<file path="config.mk">
export PLATFORM = sky130hd
export DESIGN_NAME = cplsp_port
export DESIGN_NICKNAME = d
export VERILOG_FILES = /design/src/hdl/cplsp_pkg.sv /design/src/hdl/cplsp_lanes.sv /design/src/hdl/cplsp_port.sv
export SDC_FILE = /design/constraint.sdc
export NUM_CORES = 1
export LEC_CHECK = 0
export ABC_AREA = 1
export BUFFER_PORTS_ARGS = -buffer_cell sky130_fd_sc_hd__clkbuf_2
export CORE_MARGIN = 8
export CORE_UTILIZATION = 30
export DETAILED_ROUTE_END_ITERATION = 12
export PLACE_DENSITY_LB_ADDON = 0.12
export SETUP_SLACK_MARGIN = 0.15
export SYNTH_ARGS = -nofsm -noshare
export SYNTH_HDL_FRONTEND = slang
export SYNTH_SLANG_ARGS = --single-unit
</file>
<file path="constraint.sdc">
create_clock -name CLOCK -period 3.81 [get_ports CLOCK]
set_input_delay 0.1905 -clock CLOCK [delete_from_list [all_inputs] [get_ports CLOCK]]
set_output_delay 0.1905 -clock CLOCK [all_outputs]
set_load 0.01 [all_outputs]
</file>
<file path="src/hdl/cplsp_pkg.sv">
// Constants and carrier types for the coprocessor load/store port
package cplsp_pkg;

  // Transfer kinds seen by the core and the coprocessor
  typedef enum logic [2:0] {
    COPROC_LOAD_WORD_XFER    = 3'h0,
    COPROC_LOAD_DOUBLE_XFER  = 3'h1,
    COPROC_STORE_WORD_XFER   = 3'h2,
    COPROC_STORE_DOUBLE_XFER = 3'h3,
    COPROC_FUNCTION_ISSUE    = 3'h4
  } cplsp_kind_t;

  // Access length codes (bytes minus one)
  localparam logic [2:0] WORD_LEN = 3'h3;
  localparam logic [2:0] DWORD_LEN = 3'h7;
  localparam logic [63:0] WORD_MASK = 64'h0000_0000_FFFF_FFFF;

  // Coprocessor numbering
  localparam logic [1:0] SYSTEM_CONTROL_COPROCESSOR = 2'h0;

  // Misaligned support threshold on the architecture revision field
  localparam int AR_W = 3;
  localparam logic [AR_W-1:0] MISALIGN_MIN_REV = 3'h2;

  // Unmapped segment decode and its direct translation
  localparam logic [1:0] UNMAP_SEG = 2'h2;
  localparam int UNMAP_SEG_LSB = 30;
  localparam int UNMAP_UNCACHED_BIT = 29;
  localparam int PA_KEEP_W = 29;
  localparam logic [2:0] CCA_UNCACHED = 3'h2;
  localparam logic [2:0] CCA_CACHED = 3'h3;

  // Lookup qualifiers
  localparam logic DATA_ACCESS = 1'b1;
  localparam logic STORE_ACCESS = 1'b1;

  // Exception codes
  localparam logic [1:0] EXC_XLATE = 2'h0;
  localparam logic [1:0] EXC_MISALIGN_EMU = 2'h1;
  localparam logic [1:0] EXC_ADDR_ERR = 2'h2;
  localparam logic [1:0] EXC_BAD_COP = 2'h3;

  // Register map (byte addresses)
  localparam logic [7:0] REG_CTRL = 8'h00;
  localparam logic [7:0] REG_STATUS = 8'h04;
  localparam logic [7:0] REG_IRQ_EN = 8'h08;
  localparam logic [7:0] REG_IRQ_CLR = 8'h0C;
  localparam logic [7:0] REG_INFO = 8'h10;
  localparam int CTRL_BE_BIT = 0;
  localparam int CTRL_AR_LSB = 4;
  localparam int INFO_MIS_BIT = 0;
  localparam int INFO_BUSY_BIT = 1;

  // Event bits in status, clear and enable
  localparam int EV_W = 4;
  localparam int EV_DONE = 0;
  localparam int EV_FAULT = 1;
  localparam int EV_MISALIGN = 2;
  localparam int EV_BAD_COP = 3;

  typedef struct packed {
    cplsp_kind_t kind;
    logic [1:0] cop;
    logic [4:0] coproc_register_specifier;
    logic [24:0] func;
    logic [31:0] virtual_addr;
  } cplsp_op_t;

  typedef struct packed {
    logic hit;
    logic allow;
    logic [31:0] paddr;
    logic [2:0] cacheability_attribute;
  } cplsp_xl_rsp_t;

  typedef struct packed {
    logic write;
    logic [31:0] paddr;
    logic [2:0] cacheability_attribute;
    logic [7:0] byte_en;
    logic [63:0] wdata;
  } cplsp_mem_req_t;

  typedef struct packed {
    cplsp_kind_t kind;
    logic [1:0] num;
    logic [4:0] coproc_register_specifier;
    logic [24:0] func;
    logic [63:0] data;
  } cplsp_cp_xfer_t;

endpackage

</file>
<file path="src/hdl/cplsp_lanes.sv">
// Byte lane selection from access length, low address bits and endianness
module cplsp_lanes import cplsp_pkg::*; (
  input wire logic big_endian, // Byte order of the element
  input wire logic [2:0] access_byte_length, // Bytes minus one
  input wire logic [2:0] addr_lo, // Lowest address bits
  output logic [2:0] shift, // Lowest active lane
  output logic [7:0] byte_en // Active lanes
);
  // Object address is its lowest byte: LSB lane in little, MSB lane in big
  always_comb begin
    if (big_endian) begin
      shift = 3'h7 - addr_lo - access_byte_length;
    end else begin
      shift = addr_lo;
    end
    byte_en = (8'hFF >> (3'h7 - access_byte_length)) << shift;
  end
endmodule // cplsp_lanes

</file>
<file path="src/hdl/cplsp_port.sv">
// Processor side of the coprocessor load/store and function port
// Summary of operation
// - Load word delivers word, unit, register
// - Load double delivers doubleword, unit, register
// - Function field forwarded to selected coprocessor
// - Coprocessor zero has no load/store transfers
// - Lowest byte address names the object
// - Active lanes from length and address bits
// - Misaligned references complete, here by emulation trap, or address error below revision two
// - Misalign supported when revision at least two
// - Unmapped addresses translate directly, no lookup
// - Mapped addresses use the external translation unit
// - Missing or forbidden translation raises exception
// - Lookup carries instruction/data and load/store flags
// - Steps take effect strictly in order
// - Doubleword access length code is seven
// - Partial store changes only selected bytes
module cplsp_port import cplsp_pkg::*; #(
  parameter int AR_RESET = 2 // Reset value of the architecture revision field
) (
  input wire logic CLOCK, // Core clock
  input wire logic RST_B, // Asynchronous reset, active low
  input wire logic [7:0] REG_ADDR, // Register byte address
  input wire logic [31:0] REG_WDATA, // Register write data
  input wire logic REG_WR, // Register write strobe
  input wire logic REG_RD, // Register read strobe
  output logic [31:0] REG_RDATA, // Read data, cycle after strobe
  input wire logic OP_VALID, // Core request strobe
  input wire cplsp_op_t OP_REQ, // Core request
  output logic OP_BUSY, // Request in progress
  output logic XL_REQ, // Lookup request strobe
  output logic [31:0] XL_VIRTUAL_ADDR, // Lookup virtual address
  output logic XL_INSTR_OR_DATA, // High for data access
  output logic XL_LOAD_OR_STORE, // High for store
  input wire logic XL_ACK, // Lookup answer strobe
  input wire cplsp_xl_rsp_t XL_RSP, // Lookup answer
  output logic MEM_REQ, // Memory request strobe
  output cplsp_mem_req_t MEM_REQ_BUS, // Memory request
  input wire logic MEM_ACK, // Memory answer strobe
  input wire logic [63:0] MEM_RDATA, // Memory element read
  output logic CP_VALID, // Coprocessor strobe
  output cplsp_cp_xfer_t CP_XFER, // Coprocessor transfer
  input wire logic [63:0] CP_SDATA, // Store data, cycle after strobe
  output logic EXC_VALID, // Exception strobe
  output logic [1:0] EXC_CODE, // Exception cause
  output logic IRQ // Level interrupt
);

  if (AR_RESET < 0 || AR_RESET > 7) begin : g_check
    $error("AR_RESET does not fit the revision field");
  end

  typedef enum logic [2:0] {
    ST_IDLE = 3'h0,
    ST_XLATE = 3'h1,
    ST_ISSUE = 3'h2,
    ST_FETCH = 3'h3,
    ST_FWAIT = 3'h4,
    ST_MEM = 3'h5
  } cplsp_state_t;

  typedef struct packed {
    cplsp_state_t st;
    logic busy;
    logic xl_req;
    logic xl_instr_or_data_flag;
    logic xl_load_or_store_flag;
    logic mem_req;
    cplsp_mem_req_t mem;
    logic cp_valid;
    cplsp_cp_xfer_t cp;
    logic exc_valid;
    logic [1:0] exc_code;
    logic irq;
    logic [31:0] rdata;
    logic ctrl_be;
    logic [AR_W-1:0] arch_revision_field;
    logic [EV_W-1:0] status;
    logic [EV_W-1:0] irq_en;
    cplsp_op_t op;
    logic [2:0] len;
    logic be;
    logic [31:0] pa;
    logic [2:0] cca;
  } cplsp_regs_t;

  cplsp_regs_t s;
  cplsp_regs_t next_s;
  logic [2:0] shift;
  logic [7:0] byte_en;
  logic [EV_W-1:0] ev;
  logic [EV_W-1:0] clr;
  logic misalign_supported_check;
  logic is_store;
  logic [63:0] load_data;
  logic [63:0] store_data;
  logic [2:0] req_len;
  logic req_unmapped;

  // Lane choice uses the captured request so it is stable across the access
  cplsp_lanes u_lanes (
    .big_endian(s.be),
    .access_byte_length(s.len),
    .addr_lo(s.op.virtual_addr[2:0]),
    .shift(shift),
    .byte_en(byte_en)
  );

  // Request decode helpers
  always_comb begin
    misalign_supported_check = (s.arch_revision_field >= MISALIGN_MIN_REV);
    is_store = (s.op.kind == COPROC_STORE_WORD_XFER) || (s.op.kind == COPROC_STORE_DOUBLE_XFER);
    req_len = ((OP_REQ.kind == COPROC_LOAD_DOUBLE_XFER) ||
               (OP_REQ.kind == COPROC_STORE_DOUBLE_XFER)) ? DWORD_LEN : WORD_LEN;
    req_unmapped = (OP_REQ.virtual_addr[31:UNMAP_SEG_LSB] == UNMAP_SEG);
    load_data = MEM_RDATA >> {shift, 3'h0};
    if (s.len == WORD_LEN) begin
      load_data = load_data & WORD_MASK;
      store_data = (CP_SDATA & WORD_MASK) << {shift, 3'h0};
    end else begin
      store_data = CP_SDATA << {shift, 3'h0};
    end
  end

  // Next state: register port, sequencer and interrupt status
  always_comb begin
    next_s = s;
    ev = '0;
    clr = '0;
    next_s.xl_req = 1'b0;
    next_s.mem_req = 1'b0;
    next_s.cp_valid = 1'b0;
    next_s.exc_valid = 1'b0;
    next_s.rdata = '0;
    // Register writes; the clear register has no storage of its own
    if (REG_WR) begin
      case (REG_ADDR)
        REG_CTRL: begin
          next_s.ctrl_be = REG_WDATA[CTRL_BE_BIT];
          next_s.arch_revision_field = REG_WDATA[CTRL_AR_LSB +: AR_W];
        end
        REG_IRQ_EN: next_s.irq_en = REG_WDATA[EV_W-1:0];
        REG_IRQ_CLR: clr = REG_WDATA[EV_W-1:0];
        default: ;
      endcase
    end
    // Register reads; unmapped addresses read as zero
    if (REG_RD) begin
      case (REG_ADDR)
        REG_CTRL: begin
          next_s.rdata[CTRL_BE_BIT] = s.ctrl_be;
          next_s.rdata[CTRL_AR_LSB +: AR_W] = s.arch_revision_field;
        end
        REG_STATUS: next_s.rdata[EV_W-1:0] = s.status;
        REG_IRQ_EN: next_s.rdata[EV_W-1:0] = s.irq_en;
        REG_INFO: begin
          next_s.rdata[INFO_MIS_BIT] = misalign_supported_check;
          next_s.rdata[INFO_BUSY_BIT] = s.busy;
        end
        default: ;
      endcase
    end
    // One step per state, each finishing before the next begins
    unique case (s.st)
      ST_IDLE: begin
        if (OP_VALID) begin
          next_s.op = OP_REQ;
          next_s.len = req_len;
          next_s.be = s.ctrl_be;
          next_s.cp.num = OP_REQ.cop;
          next_s.cp.kind = OP_REQ.kind;
          next_s.cp.coproc_register_specifier = OP_REQ.coproc_register_specifier;
          if (OP_REQ.kind == COPROC_FUNCTION_ISSUE) begin
            next_s.cp_valid = 1'b1;
            next_s.cp.func = OP_REQ.func;
            ev[EV_DONE] = 1'b1;
          end else if (OP_REQ.cop == SYSTEM_CONTROL_COPROCESSOR) begin
            next_s.exc_valid = 1'b1;
            next_s.exc_code = EXC_BAD_COP;
            ev[EV_BAD_COP] = 1'b1;
          end else if ((OP_REQ.virtual_addr[2:0] & req_len) != 3'h0) begin
            // Supported parts trap for emulation instead of failing outright
            next_s.exc_valid = 1'b1;
            next_s.exc_code = misalign_supported_check ? EXC_MISALIGN_EMU : EXC_ADDR_ERR;
            ev[EV_MISALIGN] = 1'b1;
          end else if (req_unmapped) begin
            next_s.pa = 32'(OP_REQ.virtual_addr[PA_KEEP_W-1:0]);
            next_s.cca = OP_REQ.virtual_addr[UNMAP_UNCACHED_BIT] ? CCA_UNCACHED : CCA_CACHED;
            next_s.st = ST_ISSUE;
          end else begin
            next_s.xl_req = 1'b1;
            next_s.xl_instr_or_data_flag = DATA_ACCESS;
            next_s.xl_load_or_store_flag = (OP_REQ.kind == COPROC_STORE_WORD_XFER) ||
                             (OP_REQ.kind == COPROC_STORE_DOUBLE_XFER);
            next_s.st = ST_XLATE;
          end
        end
      end
      ST_XLATE: begin
        if (XL_ACK) begin
          if (XL_RSP.hit && XL_RSP.allow) begin
            next_s.pa = XL_RSP.paddr;
            next_s.cca = XL_RSP.cacheability_attribute;
            next_s.st = ST_ISSUE;
          end else begin
            next_s.exc_valid = 1'b1;
            next_s.exc_code = EXC_XLATE;
            ev[EV_FAULT] = 1'b1;
            next_s.st = ST_IDLE;
          end
        end
      end
      ST_ISSUE: begin
        next_s.mem.paddr = s.pa;
        next_s.mem.cacheability_attribute = s.cca;
        next_s.mem.byte_en = byte_en;
        next_s.mem.write = is_store;
        if (is_store) begin
          next_s.cp_valid = 1'b1;
          next_s.st = ST_FETCH;
        end else begin
          next_s.mem_req = 1'b1;
          next_s.st = ST_MEM;
        end
      end
      ST_FETCH: next_s.st = ST_FWAIT;
      ST_FWAIT: begin
        // Coprocessor answers in the cycle after its strobe
        next_s.mem.wdata = store_data;
        next_s.mem_req = 1'b1;
        next_s.st = ST_MEM;
      end
      ST_MEM: begin
        if (MEM_ACK) begin
          if (!is_store) begin
            next_s.cp_valid = 1'b1;
            next_s.cp.data = load_data;
          end
          ev[EV_DONE] = 1'b1;
          next_s.st = ST_IDLE;
        end
      end
      default: next_s.st = ST_IDLE;
    endcase
    next_s.busy = (next_s.st != ST_IDLE);
    // A new event beats a clear in the same cycle
    next_s.status = (s.status & ~clr) | ev;
    next_s.irq = |(next_s.status & next_s.irq_en);
  end

  // All state in one register
  always_ff @(posedge CLOCK or negedge RST_B) begin
    if (!RST_B) begin
      s <= '0;
      s.arch_revision_field <= AR_W'(AR_RESET);
    end else begin
      s <= next_s;
    end
  end

  // Outputs straight from the state register
  assign REG_RDATA = s.rdata;
  assign OP_BUSY = s.busy;
  assign XL_REQ = s.xl_req;
  assign XL_VIRTUAL_ADDR = s.op.virtual_addr;
  assign XL_INSTR_OR_DATA = s.xl_instr_or_data_flag;
  assign XL_LOAD_OR_STORE = s.xl_load_or_store_flag;
  assign MEM_REQ = s.mem_req;
  assign MEM_REQ_BUS = s.mem;
  assign CP_VALID = s.cp_valid;
  assign CP_XFER = s.cp;
  assign EXC_VALID = s.exc_valid;
  assign EXC_CODE = s.exc_code;
  assign IRQ = s.irq;
endmodule // cplsp_port

</file>
Yosys cells after proc, flatten, opt, wreduce, memory -nomap -nowiden
Cells that the tools add are included.
- bits in registers: 310
- output and inout bits: 281
- bits of input ports: 279
- word-level logic and storage cells: 159
- reduce and logical (&&, ||, !) cells: 18
- multiplexer cells: 66
- $add $sub $neg: 3
- bitwise operators: 10
- equality and inequality tests: 26
- shift operators: 5
- order comparisons: 1
- operator list (operator ; count):
    35-bit 2-to-1 mux ; 7
    64-bit 2-to-1 mux ; 2
    35-bit case mux with 2 select lines ; 1
    3-bit 2-to-1 mux ; 22
    32-bit by 6-bit << shifter with 64-bit output ; 1
    64-bit by 6-bit << shifter with 64-bit output ; 1
    64-bit by 6-bit >> shifter with 64-bit output ; 1
    36-bit 2-to-1 mux ; 1
    25-bit 2-to-1 mux ; 1
    3-bit by 2-bit == test with 1-bit output, second input constant ; 7
    3-bit case mux with 6 select lines ; 1
    8-bit by 4-bit == test with 1-bit output, second input constant ; 2
    4-bit 2-to-1 mux ; 4
    2-bit != test, second input constant ; 8
    1-bit 2-to-1 mux ; 13
    2-bit 2-to-1 mux ; 6
    6-bit AND reduction ; 2
    3-bit == test, second input constant ; 3
    4-bit bitwise AND ; 2
    8-bit by 3-bit == test with 1-bit output, second input constant ; 1
    8-bit by 5-bit == test with 1-bit output, second input constant ; 1
    8-bit zero test ; 1
    8-bit AND reduction ; 1
    8-bit by 3-bit << shifter with 8-bit output ; 1
    other kinds (26) ; 39

Longest topological paths before layout
Gate-level depths: netlist of the first run.
- depth in word-level cells: 13
- mapped depth: 14
- mapped depth without buffers: 12

By module
Synthesis of the first run repeated with hierarchy kept, for this count alone.
- cells, all modules: 2403
- area, all modules: 17638.2 µm²
- by module, submodules not included (module ; sequential area each (µm²) ; cells each ; times used ; area an instance (µm²)):
    cplsp_port ; 7733.7 ; 2325 ; 1 ; 17274.1
    cplsp_lanes ; 0.0 ; 78 ; 1 ; 364.1

Worst setup path after synthesis of the first run
OpenSTA, ideal clock, no wires.
- path type: reg2reg
- start: register s[37] (netlist name)
- end: register s, in the netlist CP_XFER[25]
- library setup time: 124 ps
- period minus slack after synthesis: 2100 ps
- arrival: 1976 ps
- buffers on the path: 2
- setup slack: 1710 ps
- stages on the path, launching flop included: 10
- required time: 3686 ps
- cell sequence: dfrtp_1 > ha_1 > fa_1 > nand2_1 > o21ai_4 > buf_2 > buf_1 > nand2_1 > nand3_1 > nand3_1
- word-level cells in the longest chain between the ends: 4
- RTL lines (element ; line ; text):
    start, declared ; cplsp_port.sv:87 ; cplsp_regs_t s;
    start signal, assigned ; cplsp_port.sv:257 ; s <= next_s;
    3-bit subtractor ; cplsp_lanes.sv:12 ; shift = 3'h7 - addr_lo - access_byte_length;
    3-bit 2-to-1 mux ; cplsp_lanes.sv:11 ; if (big_endian) begin
    64-bit by 6-bit >> shifter with 64-bit output ; cplsp_port.sv:116 ; load_data = MEM_RDATA >> {shift, 3'h0};
    64-bit 2-to-1 mux ; cplsp_port.sv:117 ; if (s.len == WORD_LEN) begin
Every way passes these cells.
A chain may end at the register's enable or synchronous reset.

Worst setup path in the final report of the first run
- start: register s, in the netlist XL_VIRTUAL_ADDR[0]
- end: register s, in the netlist MEM_REQ_BUS[33]
- word-level cells in the longest chain between the ends: 5
- elaborated cells on any way between the ends: 6
- those cells by class: add/sub: 2; shift: 2; mux: 2
- RTL lines (element ; line):
    3-bit subtractor (2 in a row) ; cplsp_lanes.sv:12
    3-bit 2-to-1 mux * ; cplsp_lanes.sv:11
    64-bit by 6-bit << shifter with 64-bit output or 32-bit by 6-bit << shifter with 64-bit output (tied branches) ; cplsp_port.sv:121, cplsp_port.sv:119
    64-bit 2-to-1 mux * ; cplsp_port.sv:117
Every way passes the cells marked *; elsewhere a longest branch is shown, timed or not.

==> impl_metrics.csv, run 1 <==
group,metric,value,unit
status,outcome,"completed",
logic_synthesis,synthCells,2375,
critical_path,cp_max_fo,36,
floorplanning,rows,88,
critical_path,timing.rr.start,"XL_VIRTUAL_ADDR[0]",
clocking,postCtsSetupBuffers,0,
sta,period_share,0.724,
global_routing,grt_first_pass_wirelength,100000,um
floorplanning,fp.dieH,258,um
cells_and_area,regArea,7730,um2
floorplanning,core-area,57800,um2
sta,clock.fmax,362,MHz
placed_design,dpl_worst_slack,1.01,ns
critical_path,path_class,"register to register",
logic_synthesis,netlist_area,17600,um2
global_routing,grt_usage,0.190,
critical_path,cp.required,4.31,ns
sta,rsz0062_at_grt,"false",
floorplanning,die_w,258,um
cells_and_area,final_nets,2996,
logic_synthesis,synth.distinct_cells,38,
floorplanning,io_pins,560,
global_routing,grt_pass1_vias,16442,
critical_path,cp_data_arrival_time,3.26,ns
sta,slew_viol_final,0,
global_routing,grt_max_degree,108,
global_routing,grtUsageMet3,0.0477,
sta,setup_viol,0,
sta,slew-limit-headroom,0.288,
global_routing,use_met2,0.309,
sta,finalWorstSetupSlack,1.05,ns
clocking,cts_root_buffer,"clkbuf_16",
sta,tightest_slew,1.07,ns
routing,via_count,16151,
clocking,clk_latency,0.56,ns
clocking,h-tree-depth,2,
routing,postRouteAntennaNets,0,
sta,tns,0,ns
routing,wl,65600,um
routing,drt_iter0_drc,1042,
global_routing,grt_busiest_layer,"met2",
min_path,min_path_type,"input pin to register",
power,ir_drop,0.379,mV
min_path,worstHoldStart,"OP_REQ[0]",
floorplanning,start_util,0.304,
power,total_leakage_power,11.8,nW
placed_design,gp_congestion,0.868,
logic_synthesis,synth_seq_cells,309,
cells_and_area,multi_input_area,6830,um2
sta,fin_worst_skew,0.0167,ns
critical_path,cp-startpoint,"XL_VIRTUAL_ADDR[0]",
routing,drt-vias-per-instance,4.60,
global_routing,grt_overflow,0,
clocking,clock_path_buffers,3,
power,pwr_density_cell,794,nW/um2
logic_synthesis,synth.avg_cell_area,7.40,um2
clocking,path_clk_slew,0.06,ns
critical_path,end_kind,"register",
floorplanning,fp.dieArea,66600,um2
flow_run,cap_violations,0,
clocking,cts.sinks,309,
sta,period_needed,2.76,ns
routing,wire_per_inst,18.7,um
placed_design,port_buffers,509,
global_routing,antenna_found_initial,3,
cells_and_area,layout_common_cells,"1016 x nand2_1, 508 x clkbuf_2, 308 x dfrtp_1, 176 x nand3_1, 162 x o21ai_0",
cells_and_area,syn_to_final_growth,22.0,%
sta,hold_viol_final,0,
global_routing,grt_use_met1,0.249,
routing,dr.pass1.iters,5,
cells_and_area,fillers,6207,
logic_synthesis,yosysSeqAreaShare,0.440,
clocking,cts_tree,"built",
critical_path,cp-start-kind,"register",
clocking,cts-buffers-inserted,40,
cells_and_area,drive_above_1_share,0.239,
placed_design,hpwl,48100,um
cells_and_area,final_common_cell,"nand2_1",
logic_synthesis,yosys_warnings,0,
routing,drc,0,
clocking,cts_hold_buf,125,
clocking,postCtsResizedCells,0,
==> state kept, by name (all words and copies together) (netlist names), 2 cells and up <==
name and cells:
s 63, REG_RDATA 7, XL_VIRTUAL_ADDR 32, CP_XFER 89
MEM_REQ_BUS 108, EXC_CODE 2
==> critical path, cell delays in order, from the launching register on <==
cell	delay, ns
dfrtp_1	0.46
ha_1	0.24
fa_1	0.39
nand2_2	0.09
nand3_1	0.07
nand2_1	0.08
nand2_2	0.21
buf_4	0.27
nor2_4	0.09
buf_4	0.38
inv_2	0.17
nand2_1	0.13
nand2_1	0.06
nand2_1	0.05
==> final timing paths <==
check | end | slack [ns] | depth (start not counted)
worst min-delay path | XL_VIRTUAL_ADDR[0] | 0.03 | 3
min in group asynchronous | CP_XFER[33] | 0.24 | 2
max in group asynchronous | MEM_REQ_BUS[6] | 2.52 | 3
worst max-delay path | MEM_REQ_BUS[33] | 1.05 | 13
worst max register to register | MEM_REQ_BUS[33] | 1.05 | 13
worst min register to register | s[27] | 0.47 | 2
==> where the power goes <==
part	switching, mW	leakage, nW	internal, mW	total, mW
Sequential	0.842	3.96	4.62	5.46
Clock	1.60	0.648	2.26	3.86
Combinational	5.12	7.20	2.58	7.70
==> metal layers <==
layer	vias to the layer above	routed length, um	share of wire
met5	-	0	0
met4	0	1440	0.022
met1	7714	28600	0.44
li1	7840	-	-
met3	81	4750	0.072
met2	516	30800	0.47
==> kinds of logic after synthesis <==
logic type      share of synthesized area
simple gates                        0.298
buf+inv                             0.177
flops                               0.440
compound gates                     0.0664
mux                                0.0160
fa+ha+maj                         0.00185
other cells                      0.000213
==> synth_stat cells (all sizes together) <==
cell,count,share of area
clkbuf,49,0.010
fa,1,0.0011
or2,7,0.0025
inv,133,0.028
and3,1,0.00036
o211ai,20,0.0085
o31ai,4,0.0017
a21oi,14,0.0040
buf,340,0.14
mux2,25,0.016
nand2,1021,0.22
nand4,13,0.0046
nand3b,3,0.0013
o21ai,169,0.049
nor3b,1,0.0011
conb,1,0.00021
ha,1,0.00071
clkinv,2,0.00043
nor3,3,0.0021
a31oi,2,0.00071
dfrtp,308,0.44
nor2,72,0.017
o22ai,7,0.0025
nand3,177,0.051
dfstp,1,0.0015
==> final cells by class <==
type,instances,area share
diodes,3,0.000350
clock inverters,16,0.00799
clock buffers,56,0.0537
repair buffers,663,0.191
well taps,765,0.0446
flip-flops and latches,309,0.361
inverters,135,0.0237
multi-input cells,1566,0.318
==> metrics by stage <==
stage               area [um2]  hold WS, ns  power (mW)   util  cells
floorplan                17700       -0.105        11.4      -   2399
global placement         18900        0.274        13.2  0.326   3313
detailed placement       18900        0.287        13.2  0.326   3313
CTS                      21400     0.000933        17.3  0.371   3510
global route             21400       0.0272        18.4  0.371   3513
finish                   21400       0.0319        17.0  0.371   3513
No activity file was read; power rests on OpenSTA's default activity.
==> run 2, diff against run 1 <==
Clock period 3.81 ns to 2.8 ns, I/O delays scaled along.
==> impl_metrics.csv, run 2 (synthesized netlist as in run 1, its figures left out) <==
group,metric,value,unit
power,total_leakage_power,12.0,nW
global_routing,antenna_found_initial,1,
floorplanning,die_w,258,um
power,pwr_density_cell,1070,nW/um2
cells_and_area,largest_register_ffs,108,
power,ir_drop,0.548,mV
placed_design,gp_congestion,0.872,
critical_path,path_class,"register to register",
routing,dr.pass1.iters,5,
clocking,clock_path_buffers,3,
critical_path,cp-start-kind,"register",
flow_run,cap_violations,0,
sta,tns,0,ns
critical_path,cp_data_arrival_time,2.98,ns
cells_and_area,final_nets,3028,
sta,period_share,0.890,
power,p_int,13.2,mW
sta,slew-limit-headroom,0.496,
clocking,clk_latency,0.55,ns
global_routing,grt_max_degree,108,
global_routing,grt_pass1_vias,16676,
routing,drt_iter0_drc,1048,
cells_and_area,syn_to_final_growth,24.6,%
global_routing,grt_usage,0.192,
sta,setup_viol,0,
routing,wire_per_inst,18.6,um
routing,drc,0,
floorplanning,start_util,0.304,
floorplanning,rows,88,
global_routing,grt_first_pass_wirelength,102000,um
cells_and_area,drive_above_1_share,0.242,
floorplanning,fp.dieArea,66600,um2
sta,tightest_slew,0.756,ns
power,swShare,0.438,
clocking,path_clk_slew,0.06,ns
sta,slew_viol_final,0,
power,clkPwrFrac,0.224,
placed_design,hpwl,49500,um
cells_and_area,layout_common_cells,"1015 x nand2_1, 508 x clkbuf_2, 308 x dfrtp_1, 176 x nand3_1, 158 x o21ai_0",
sta,rsz0062_at_grt,"false",
cells_and_area,final_common_cell,"nand2_1",
min_path,min_path_type,"input pin to register",
floorplanning,core-area,57800,um2
power,power,23.4,mW
critical_path,cp.required,3.28,ns
routing,wl,65800,um
floorplanning,fp.dieH,258,um
floorplanning,io_pins,560,
clocking,postCtsSetupBuffers,0,
routing,via_count,16241,
power,p_seq_frac,0.319,
clocking,cts-buffers-inserted,40,
routing,postRouteAntennaNets,0,
clocking,cts_tree,"built",
sta,fin_worst_skew,0.0139,ns
routing,drt-vias-per-instance,4.58,
clocking,cts.sinks,309,
clocking,cts_root_buffer,"clkbuf_16",
sta,hold_viol_final,0,
critical_path,cp_max_fo,32,
placed_design,port_buffers,509,
global_routing,grt_overflow,0,
power,switchingPower,10.2,mW
status,outcome,"completed",
clocking,h-tree-depth,2,
critical_path,end_kind,"register",
power,combPwrFrac,0.457,
sta,period_needed,2.49,ns
sta,clock.fmax,401,MHz
run 2: changes by cell type in the layout (fill, tap and decap cells not counted), sizes merged:
| cell | change |
|---|---|
| buf | +15 |
| bufinv | +1 |
| clkbuf | +1 |
| diode | -2 |
| dlygate4sd3 | +17 |
| inv | -2 |
run 2: power by group through the flow:
stage | clock, mW | sequential (mW) | combinational, mW
global route | 5.60 | 7.69 | 12.0
finish | 5.25 | 7.45 | 10.7
CTS | 5.43 | 7.47 | 10.9
detailed placement | 0 | 7.50 | 10.7
floorplan | 0 | 7.08 | 8.44
global placement | 0 | 7.48 | 10.6
run 2: path summary, 6_finish.rpt:
kind,from,endpoint,slack (ns),cells past startpoint
worst max-delay path,s[37],MEM_REQ_BUS[62],0.31,10
max in group asynchronous,RST_B,MEM_REQ_BUS[75],1.76,3
min in group asynchronous,RST_B,CP_XFER[40],0.19,2
worst min-delay path,MEM_RDATA[11],CP_XFER[3],0.04,5
worst min register to register,XL_INSTR_OR_DATA,XL_INSTR_OR_DATA,0.47,1
worst max register to register,s[37],MEM_REQ_BUS[62],0.31,10
run 2: worst max-delay path: stages (launching register included):
cell and delay (ns):
dfrtp_1 0.44, ha_1 0.22, fa_1 0.47, nand2_1 0.09, o21ai_4 0.11, clkinv_2 0.24, buf_12 0.24, o21ai_0 0.31
buf_4 0.18, nand2_1 0.04, nand3_1 0.07
run 2: metal layers:
metal  GRT usage  wire, um  vias to the layer above
met5           0         0                        -
met3      0.0420      4450                      102
met2       0.312     30600                      549
met1       0.254     28600                     7689
met4      0.0619      2100                        0
li1            -         -                     7901
run 2: through the flow:
step	util	cells	area, um2	hold slack [ns]	setup WS, ns
finish	0.379	3543	21900	0.0410	0.308
floorplan	-	2399	17700	-0.156	0.700
detailed placement	0.331	3328	19100	0.215	0.176
global route	0.379	3543	21900	0.0395	0.167
CTS	0.379	3542	21900	0.00114	0.155
global placement	0.331	3328	19100	0.212	0.141
run 2: area by class of cell:
type                            count  area (um2)
Antenna cell                        1        2.50
Sequential cell                   309        7730
Inverter                          135         510
Clock buffer                       57        1160
Fill cell                        6184       35900
Multi-Input combinational cell   1566        6840
Clock inverter                     15         176
Tap cell                          765         957
Timing Repair Buffer              695        4510
run 2: repair_timing:
item / CTS / global route
setup endpoints to repair: 0 / 24
hold buffers: 142 / 0
endpoints found under the hold margin: 222 / 0
gates resized for setup: 0 / 8
